`config.mk`:
```
export PLATFORM = sky130hd
export DESIGN_NAME = health_log
export DESIGN_NICKNAME = d
export VERILOG_FILES = /design/src/hw/health_log_pkg.sv /design/src/hw/unit_kilo_counter.sv /design/src/hw/health_log.sv
export SDC_FILE = /design/constraint.sdc
export NUM_CORES = 2
export LEC_CHECK = 0
export BUFFER_PORTS_ARGS = -buffer_cell sky130_fd_sc_hd__buf_4
export CORE_AREA = 2 2 449 563
export CTS_BUF_LIST = sky130_fd_sc_hd__clkbuf_2
export DETAILED_ROUTE_END_ITERATION = 8
export DIE_AREA = 0 0 451 565
export HOLD_SLACK_MARGIN = 0.05
export PLACE_DENSITY = 0.68
export SKIP_LAST_GASP = 1
export SYNTH_ARGS = -nofsm -noshare
export SYNTH_HDL_FRONTEND = slang
export SYNTH_SLANG_ARGS = --single-unit
export TNS_END_PERCENT = 5
```
`constraint.sdc`:
```
create_clock -name sys_clk_i -period 10.9 [get_ports sys_clk_i]
set_input_delay 2.725 -clock sys_clk_i [delete_from_list [all_inputs] [get_ports sys_clk_i]]
set_output_delay 2.725 -clock sys_clk_i [all_outputs]
set_load 0.005 [all_outputs]
```
`src/hw/health_log_pkg.sv`:
```
// Constants for the health and usage statistics page.
// Assumes a single 50 MHz controller clock and a synchronous reset.
package health_log_pkg;

   // ----------------------------------------
   // Page layout
   // ----------------------------------------
   localparam int PAGE_BYTES = 512;
   localparam logic [8:0] OFS_CRIT = 9'h000;
   localparam logic [8:0] OFS_TEMP_LO = 9'h001;
   localparam logic [8:0] OFS_TEMP_HI = 9'h002;
   localparam logic [8:0] OFS_SPARE = 9'h003;
   localparam logic [8:0] OFS_SPARE_THR = 9'h004;
   localparam logic [8:0] OFS_LIFE = 9'h005;
   localparam logic [8:0] OFS_CTR_BASE = 9'h020;
   localparam logic [8:0] OFS_CTR_END = 9'h0BF;
   localparam int NUM_FIELDS = 10;

   // ----------------------------------------
   // Critical warning bit positions
   // ----------------------------------------
   localparam int CRIT_SPARE = 0;
   localparam int CRIT_TEMP = 1;
   localparam int CRIT_DEGRADED = 2;
   localparam int CRIT_READ_ONLY = 3;
   localparam int CRIT_BACKUP = 4;

   // ----------------------------------------
   // Counter slots, in page order after the two data unit fields
   // ----------------------------------------
   localparam int NUM_CTRS = 8;
   localparam int CTR_RD_CMD = 0;
   localparam int CTR_WR_CMD = 1;
   localparam int CTR_BUSY_MIN = 2;
   localparam int CTR_POWER_CYC = 3;
   localparam int CTR_POWER_HRS = 4;
   localparam int CTR_UNSAFE = 5;
   localparam int CTR_INTEGRITY = 6;
   localparam int CTR_ERR_LOG = 7;

   // ----------------------------------------
   // Values and limits
   // ----------------------------------------
   localparam logic [7:0] LIFE_SAT_LIMIT = 8'hFE;
   localparam logic [7:0] LIFE_SAT = 8'hFF;
   localparam logic [7:0] SPARE_MAX = 8'h64;
   localparam logic [9:0] UNITS_PER_KILO = 10'h3E8;
   localparam logic [3:0] UNIT_SHIFT = 4'h9;
   localparam logic [7:0] RESET_BYTE = 8'h00;

   // ----------------------------------------
   // Time base
   // ----------------------------------------
   localparam longint CLK_PERIOD_NS = 20;
   localparam longint SECOND_NS = 1000000000;
   localparam int SEC_CYCLES = int'(SECOND_NS / CLK_PERIOD_NS);
   localparam logic [5:0] SECS_PER_MIN = 6'h3C;
   localparam logic [11:0] SECS_PER_HOUR = 12'hE10;

endpackage : health_log_pkg

```
`src/hw/unit_kilo_counter.sv`:
```
// Accumulator of 512-byte data units, reported in thousands, rounded up.
// Assumes add pulses come from logic on the same clock.
`timescale 1ns/100ps
`default_nettype none
module unit_kilo_counter
   import health_log_pkg::*;
(
   input wire logic sys_clk_i,
   input wire logic sys_rst_i,
   input wire logic add_i,
   input wire logic [31:0] units_i,
   output logic [127:0] kilo_o
);

   logic [31:0] pend_reg;
   logic [9:0] rem_reg;
   logic [127:0] kilo_reg;
   logic [31:0] room;
   logic drain_full;

   // Up to one thousand is retired per cycle; large commands drain over cycles
   assign room = 32'(UNITS_PER_KILO) - {22'h0, rem_reg};
   assign drain_full = pend_reg >= room;

   // Pending units waiting to be folded in
   always_ff @(posedge sys_clk_i)
   begin
      if (sys_rst_i)
         pend_reg <= 32'h00000000;
      else
         pend_reg <= (drain_full ? pend_reg - room : 32'h00000000)
                     + (add_i ? units_i : 32'h00000000);
   end

   // Partial thousand and whole thousands, wrapping at full width
   always_ff @(posedge sys_clk_i)
   begin
      if (sys_rst_i)
      begin
         rem_reg <= 10'h000;
         kilo_reg <= 128'h0;
      end
      else if (drain_full)
      begin
         rem_reg <= 10'h000;
         kilo_reg <= kilo_reg + 128'h1;
      end
      else
         rem_reg <= rem_reg + pend_reg[9:0];
   end

   // Any partial thousand counts as a whole one
   always_ff @(posedge sys_clk_i)
   begin
      if (sys_rst_i)
         kilo_o <= 128'h0;
      else
         kilo_o <= kilo_reg + {127'h0, rem_reg != 10'h000};
   end
endmodule : unit_kilo_counter
`default_nettype wire

```
`src/hw/health_log.sv`:
```
// Health and usage statistics keeper with a 512-byte page read port.
// Assumes all event pulses and levels come from controller logic on sys_clk_i.
`timescale 1ns/100ps
`default_nettype none
module health_log
   import health_log_pkg::*;
#(
   parameter int SEC_CYCLES_P = SEC_CYCLES
)
(
   input wire logic sys_clk_i,
   input wire logic sys_rst_i,
   input wire logic [15:0] temp_kelvin_i,
   input wire logic [15:0] temp_threshold_i,
   input wire logic [7:0] spare_pct_i,
   input wire logic [7:0] spare_threshold_i,
   input wire logic [15:0] life_estimate_i,
   input wire logic degraded_i,
   input wire logic read_only_i,
   input wire logic backup_failed_i,
   input wire logic sleep_i,
   input wire logic rd_done_i,
   input wire logic [15:0] rd_blocks_i,
   input wire logic wr_done_i,
   input wire logic [15:0] wr_blocks_i,
   input wire logic wr_uncorr_i,
   input wire logic [3:0] lba_shift_i,
   input wire logic io_submit_i,
   input wire logic io_complete_i,
   input wire logic power_up_i,
   input wire logic power_loss_i,
   input wire logic [1:0] host_shutdown_notice_field_i,
   input wire logic integrity_err_i,
   input wire logic err_log_entry_i,
   input wire logic page_rd_i,
   input wire logic [8:0] page_addr_i,
   output logic [7:0] page_data_o,
   output logic page_valid_o,
   output logic temp_event_o,
   output logic spare_event_o,
   output logic [7:0] crit_warning_o
);

   // ----------------------------------------
   // Declarations
   // ----------------------------------------
   logic [7:0] crit_reg;
   logic [7:0] life_reg;
   logic [15:0] temp_reg;
   logic [7:0] spare_reg;
   logic [7:0] spare_thr_reg;
   logic [127:0] ctr_reg [NUM_CTRS];
   logic [127:0] field [NUM_FIELDS];
   logic [NUM_CTRS-1:0] inc;
   logic [127:0] rd_kilo;
   logic [127:0] wr_kilo;
   logic [31:0] busy_cyc_reg;
   logic [5:0] busy_sec_reg;
   logic [31:0] awake_cyc_reg;
   logic [11:0] awake_sec_reg;
   logic [15:0] outstanding_reg;
   logic notice_seen_reg;
   logic busy;
   logic busy_sec_tick;
   logic busy_min_tick;
   logic awake_sec_tick;
   logic hour_tick;
   logic temp_over;
   logic spare_low;
   logic wr_counts;
   logic [3:0] fld_idx;
   logic [8:0] fld_ofs;
   logic [7:0] sel_byte;

   // Blocks of 2^shift bytes to 512-byte units; small blocks round up per command
   function automatic logic [31:0] to_units(input logic [15:0] blocks, input logic [3:0] shift);
      logic [3:0] dn;
      logic [31:0] wide;
      dn = 4'h0;
      wide = {16'h0000, blocks};
      if (shift >= UNIT_SHIFT)
         to_units = wide << (shift - UNIT_SHIFT);
      else
      begin
         dn = UNIT_SHIFT - shift;
         to_units = (wide + ((32'h00000001 << dn) - 32'h00000001)) >> dn;
      end
   endfunction : to_units

   // ----------------------------------------
   // Health conditions and warnings
   // ----------------------------------------
   assign temp_over = temp_kelvin_i > temp_threshold_i;
   assign spare_low = spare_pct_i < spare_threshold_i;

   // Bitmap follows the present state; bits 7:5 stay zero
   always_ff @(posedge sys_clk_i)
   begin
      if (sys_rst_i)
         crit_reg <= RESET_BYTE;
      else
      begin
         crit_reg <= RESET_BYTE;
         crit_reg[CRIT_SPARE] <= spare_low;
         crit_reg[CRIT_TEMP] <= temp_over;
         crit_reg[CRIT_DEGRADED] <= degraded_i;
         crit_reg[CRIT_READ_ONLY] <= read_only_i;
         crit_reg[CRIT_BACKUP] <= backup_failed_i;
      end
   end

   assign crit_warning_o = crit_reg;

   // Snapshot of the sensor values; spare is clamped to a valid percentage
   always_ff @(posedge sys_clk_i)
   begin
      if (sys_rst_i)
      begin
         temp_reg <= 16'h0000;
         spare_reg <= RESET_BYTE;
         spare_thr_reg <= RESET_BYTE;
      end
      else
      begin
         temp_reg <= temp_kelvin_i;
         spare_reg <= (spare_pct_i > SPARE_MAX) ? SPARE_MAX : spare_pct_i;
         spare_thr_reg <= spare_threshold_i;
      end
   end

   // Events fire once, in the cycle after a condition first appears, when its warning bit sets
   always_ff @(posedge sys_clk_i)
   begin
      if (sys_rst_i)
      begin
         temp_event_o <= 1'b0;
         spare_event_o <= 1'b0;
      end
      else
      begin
         temp_event_o <= temp_over && !crit_reg[CRIT_TEMP];
         spare_event_o <= spare_low && !crit_reg[CRIT_SPARE];
      end
   end

   // ----------------------------------------
   // Time base: busy minutes and awake hours
   // ----------------------------------------
   assign busy = outstanding_reg != 16'h0000;
   assign busy_sec_tick = busy && (busy_cyc_reg == 32'(SEC_CYCLES_P - 1));
   assign busy_min_tick = busy_sec_tick && (busy_sec_reg == SECS_PER_MIN - 6'h01);
   assign awake_sec_tick = !sleep_i && (awake_cyc_reg == 32'(SEC_CYCLES_P - 1));
   assign hour_tick = awake_sec_tick && (awake_sec_reg == SECS_PER_HOUR - 12'h001);

   // Commands outstanding between tail doorbell and completion posting
   always_ff @(posedge sys_clk_i)
   begin
      if (sys_rst_i)
         outstanding_reg <= 16'h0000;
      else if (io_submit_i && !io_complete_i)
         outstanding_reg <= outstanding_reg + 16'h0001;
      else if (io_complete_i && !io_submit_i && busy)
         outstanding_reg <= outstanding_reg - 16'h0001;
   end

   // Busy time only advances while work is outstanding
   always_ff @(posedge sys_clk_i)
   begin
      if (sys_rst_i)
      begin
         busy_cyc_reg <= 32'h00000000;
         busy_sec_reg <= 6'h00;
      end
      else if (busy)
      begin
         busy_cyc_reg <= busy_sec_tick ? 32'h00000000 : busy_cyc_reg + 32'h00000001;
         if (busy_sec_tick)
            busy_sec_reg <= busy_min_tick ? 6'h00 : busy_sec_reg + 6'h01;
      end
   end

   // Power-on time stops in low power states and resumes where it left off
   always_ff @(posedge sys_clk_i)
   begin
      if (sys_rst_i)
      begin
         awake_cyc_reg <= 32'h00000000;
         awake_sec_reg <= 12'h000;
      end
      else if (!sleep_i)
      begin
         awake_cyc_reg <= awake_sec_tick ? 32'h00000000 : awake_cyc_reg + 32'h00000001;
         if (awake_sec_tick)
            awake_sec_reg <= hour_tick ? 12'h000 : awake_sec_reg + 12'h001;
      end
   end

   // Life estimate sampled hourly, saturated to one byte
   always_ff @(posedge sys_clk_i)
   begin
      if (sys_rst_i)
         life_reg <= RESET_BYTE;
      else if (hour_tick)
         life_reg <= (life_estimate_i > {8'h00, LIFE_SAT_LIMIT}) ? LIFE_SAT
                     : life_estimate_i[7:0];
   end

   // ----------------------------------------
   // Shutdown notice tracking
   // ----------------------------------------
   // A notice arriving with power-up still counts: set wins over clear
   always_ff @(posedge sys_clk_i)
   begin
      if (sys_rst_i)
         notice_seen_reg <= 1'b0;
      else if (host_shutdown_notice_field_i != 2'b00)
         notice_seen_reg <= 1'b1;
      else if (power_up_i)
         notice_seen_reg <= 1'b0;
   end

   // ----------------------------------------
   // Event counters
   // ----------------------------------------
   assign wr_counts = wr_done_i && !wr_uncorr_i;

   always_comb
   begin
      inc = '0;
      inc[CTR_RD_CMD] = rd_done_i;
      inc[CTR_WR_CMD] = wr_counts;
      inc[CTR_BUSY_MIN] = busy_min_tick;
      inc[CTR_POWER_CYC] = power_up_i;
      inc[CTR_POWER_HRS] = hour_tick;
      inc[CTR_UNSAFE] = power_loss_i && !notice_seen_reg;
      inc[CTR_INTEGRITY] = integrity_err_i;
      inc[CTR_ERR_LOG] = err_log_entry_i;
   end

   // Every counter wraps at 128 bits
   genvar gi;
   generate
      for (gi = 0; gi < NUM_CTRS; gi++)
      begin : g_ctr
         always_ff @(posedge sys_clk_i)
         begin
            if (sys_rst_i)
               ctr_reg[gi] <= 128'h0;
            else if (inc[gi])
               ctr_reg[gi] <= ctr_reg[gi] + 128'h1;
         end
         assign field[gi + 2] = ctr_reg[gi];
      end
   endgenerate

   // ----------------------------------------
   // Data unit accumulators
   // ----------------------------------------
   unit_kilo_counter u_rd_units (
      .sys_clk_i (sys_clk_i),
      .sys_rst_i (sys_rst_i),
      .add_i (rd_done_i),
      .units_i (to_units(rd_blocks_i, lba_shift_i)),
      .kilo_o (rd_kilo)
   );

   // Write-uncorrectable moves no data and is kept out of the total
   unit_kilo_counter u_wr_units (
      .sys_clk_i (sys_clk_i),
      .sys_rst_i (sys_rst_i),
      .add_i (wr_counts),
      .units_i (to_units(wr_blocks_i, lba_shift_i)),
      .kilo_o (wr_kilo)
   );

   assign field[0] = rd_kilo;
   assign field[1] = wr_kilo;

   // ----------------------------------------
   // Page read port
   // ----------------------------------------
   assign fld_ofs = page_addr_i - OFS_CTR_BASE;
   assign fld_idx = fld_ofs[7:4];

   // Byte selection; anything not listed reads zero
   always_comb
   begin
      sel_byte = RESET_BYTE;
      if (page_addr_i == OFS_CRIT)
         sel_byte = crit_reg;
      else if (page_addr_i == OFS_TEMP_LO)
         sel_byte = temp_reg[7:0];
      else if (page_addr_i == OFS_TEMP_HI)
         sel_byte = temp_reg[15:8];
      else if (page_addr_i == OFS_SPARE)
         sel_byte = spare_reg;
      else if (page_addr_i == OFS_SPARE_THR)
         sel_byte = spare_thr_reg;
      else if (page_addr_i == OFS_LIFE)
         sel_byte = life_reg;
      else if (page_addr_i >= OFS_CTR_BASE && page_addr_i <= OFS_CTR_END)
         sel_byte = field[fld_idx][{fld_ofs[3:0], 3'b000} +: 8];
   end

   // Data held between reads; valid marks the cycle after a request
   always_ff @(posedge sys_clk_i)
   begin
      if (sys_rst_i)
      begin
         page_data_o <= RESET_BYTE;
         page_valid_o <= 1'b0;
      end
      else
      begin
         page_valid_o <= page_rd_i;
         if (page_rd_i)
            page_data_o <= sel_byte;
      end
   end
endmodule : health_log
`default_nettype wire

```
==> flow_metrics.env <==
export IMPL_final_common_cell="nor2_1"
export IMPL_area_growth_pct=7.77
export IMPL_syn_inst=12100
export IMPL_reg2reg_to="u_rd_units.pend_reg[31]"
export IMPL_r2r_slack_ns=2.62
export IMPL_cts_tree="built"
export IMPL_route_detailed_drc=0
export IMPL_grt_setup_unrepaired="false"
export IMPL_setup_viol=0
export IMPL_synth_distinct_cells=98
export IMPL_start_kind="primary input"
export IMPL_synth_seq_area_share_pct=41.0
export IMPL_finalSetupTns_ns=0
export IMPL_holdPathEnd="temp_event_o"
export IMPL_dieArea_mm2=0.255
export IMPL_cap_violations=0
export IMPL_track_usage_pct=27.3
export IMPL_rows=205
export IMPL_syn_area_mm2=0.112
export IMPL_final_cell_mix="2109 x nor2_1, 1024 x edfxtp_1, 973 x nand2_1, 889 x xor2_1, 751 x dfxtp_1"
export IMPL_grt_pass1_wl_um=545000
export IMPL_cts_resized=0
export IMPL_dpl_worst_slack_ns=0.416
export IMPL_finalHoldViolCount=0
export IMPL_worst_pin_slew_ns=1.26
export IMPL_path_class="in2reg"
export IMPL_holdCritStartpoint="crit_warning_o[1]"
export IMPL_place_congestion=1.01
export IMPL_synth_avg_cell_area_um2=9.21
export IMPL_hold_depth=1
export IMPL_power_density_mw_per_mm2=148
export IMPL_fp_coreArea_mm2=0.249
export IMPL_via_per_inst=5.96
export IMPL_reg2regPathDepth=25
export IMPL_cts_setup_buffers=0
export IMPL_ir_worst_vdd_mv=0.112
export IMPL_dpl_hpwl_um=266000
export IMPL_antenna_found_initial=29
export IMPL_synth_main_ff_cell="edfxtp_1"
export IMPL_setup_slack_ns=2.01
export IMPL_dieWidth_um=451
export IMPL_synth_edff_count=1024
export IMPL_clock_latency_ns=1.78
export IMPL_end_kind="flip-flop"
export IMPL_cts_buffers=449
export IMPL_largest_register_ffs=1024
export IMPL_gr_total_overflow=0
export IMPL_report_final_slew_viol_count=0
export IMPL_grt_pass1_vias=90800
export IMPL_boundaryPins=146
export IMPL_clock_sinks=1775
export IMPL_path_common_cell="o21ai_0"
export IMPL_max_stage_delay_ns=0.52
export IMPL_cts_root_buf="clkbuf_2"
export IMPL_die_h_um=565
export IMPL_layout_drive_gt1_share_pct=11.6
export IMPL_required_ns=12.42
export IMPL_start_util_pct=44.9
export IMPL_finalCritPeriodShare_pct=81.5
export IMPL_grt_start_max_net_pins=176
export IMPL_r2r_start="u_rd_units.rem_reg[0]"
export IMPL_nNetsFinal=12700
export IMPL_clock_skew_ns=0.280
export IMPL_ctsHoldBuffers=0
export IMPL_crit_fanout=5
export IMPL_async_reset_ff_share_pct=0
export IMPL_post_route_min_period_ns=8.89
export IMPL_drtIter0Drc=9629
export IMPL_wl_um=360000
export IMPL_p_leak_uw=0.0416
export IMPL_run_status="completed"
export IMPL_first_pass_iters=8
export IMPL_min_path_type="reg2reg"
export IMPL_postRouteAntennaNets=0
export IMPL_fmax_mhz=113
export IMPL_slew_headroom_pct=15.8
export IMPL_synth_seq_cells=1775
export IMPL_h_tree_depth=5
export IMPL_clk_pin_slew_ns=0.12
export IMPL_routedWlPerCell_um=22.5
export IMPL_clockBufferDepth=4
export IMPL_vias=95400
export IMPL_yosys_warnings=0
export IMPL_port_buffers=142
export IMPL_crit_arrival_ns=10.41
export IMPL_cpMaxStageDelayCell="mux4_2"
## per-stage QoR
stage / hold slack, ns / power, uW / utilization [%] / cell area [um^2] / cells
global placement: 0.438 / 13100 / 46.7 / 116000 / 15200
global route: 0.476 / 18800 / 48.3 / 120000 / 16000
CTS: 0.454 / 17900 / 48.3 / 120000 / 16000
detailed placement: 0.447 / 13100 / 46.7 / 116000 / 15200
floorplan: 0.436 / 11700 / - / 112000 / 12100
finish: 0.453 / 17800 / 48.3 / 120000 / 16000
## worst max-delay path by stage
stage | start | to | slack [ns] | cells past startpoint
after floorplan | lba_shift_i[1] | u_wr_units.pend_reg[20] | 0.1 | 36
after detailed placement | lba_shift_i[1] | u_rd_units.pend_reg[31] | 0.42 | 33
after global routing | lba_shift_i[1] | u_rd_units.pend_reg[31] | 1.50 | 32
after global placement | lba_shift_i[1] | u_rd_units.pend_reg[31] | 0.46 | 33
after CTS | lba_shift_i[1] | u_rd_units.pend_reg[31] | 2.24 | 33
final | lba_shift_i[1] | u_rd_units.pend_reg[31] | 2.01 | 33
## cell type report
class                      instances  area [um^2]
antenna                           16         40.0
multi-input combinational       9603        63200
fill                           23600       129000
inverter                         222          836
clock inverter                   157          918
sequential                      1775        45800
tap                             3312         4140
timing repair buffer             287         2290
clock buffer                     640         3200
## critical path, delay by kind of cell
kind | cells | cell delay [ns]
adders and majority gates | 4 | 1.30
xor gates and xnor gates | 2 | 0.29
AOI/OAI and AO/OA | 15 | 3.44
buffers and inverters | 4 | 0.56
and+or+nand+nor | 5 | 0.95
muxes | 3 | 1.13
## cells by family after synthesis
| family | share of synthesized area, % |
|---|---|
| compound gates | 8.35 |
| xor+xnor | 11.5 |
| fa+ha+maj | 2.97 |
| buf+inv | 2.66 |
| flops | 41.0 |
| mux | 8.87 |
| other cells | 0.00336 |
| simple gates | 24.7 |
## where the power goes
group	switching (uW)	leakage (uW)	internal (uW)
clock network	2960	0.00312	1810
registers	415	0.0170	7470
logic	3060	0.0215	2070
total	6440	0.0416	11400
## per-layer routing
layer	share of wire, %	GRT usage, %
met1	40	34.8
met2	47	44.7
met3	8.0	4.52
met4	5.4	13.9
met5	0.052	0
## cells in the mapped netlist (12+ instances only)
cell type / n / area (um^2)
buf_1: 34 / 128
a211oi_1: 59 / 443
mux2i_1: 218 / 2180
buf_2: 57 / 285
dfxtp_1: 751 / 15000
o22ai_1: 78 / 488
nor3b_1: 14 / 105
and4_1: 114 / 998
xor2_1: 893 / 7820
o311ai_0: 12 / 105
o211ai_1: 36 / 270
and2_1: 94 / 588
nor2b_1: 113 / 707
or2_2: 58 / 363
nand2b_1: 71 / 444
o221ai_1: 12 / 105
o21ai_0: 460 / 2300
o21a_1: 48 / 360
inv_1: 222 / 833
nor2_1: 2109 / 7920
mux4_2: 332 / 7480
nand2_1: 973 / 3650
a31oi_1: 22 / 138
and3_1: 258 / 1610
ha_1: 251 / 3140
mux2_2: 22 / 248
or3_1: 356 / 2230
clkbuf_1: 432 / 1620
or4_1: 40 / 300
o31ai_1: 24 / 180
a221oi_1: 14 / 123
o21bai_1: 18 / 135
nor3_1: 331 / 1660
nand3_1: 639 / 3200
nand4_1: 366 / 2290
a21o_1: 88 / 661
edfxtp_1: 1024 / 30700
nor4_1: 129 / 807
a21oi_1: 553 / 2770
xnor2_1: 573 / 5020
(Power assumes the default switching activity.)
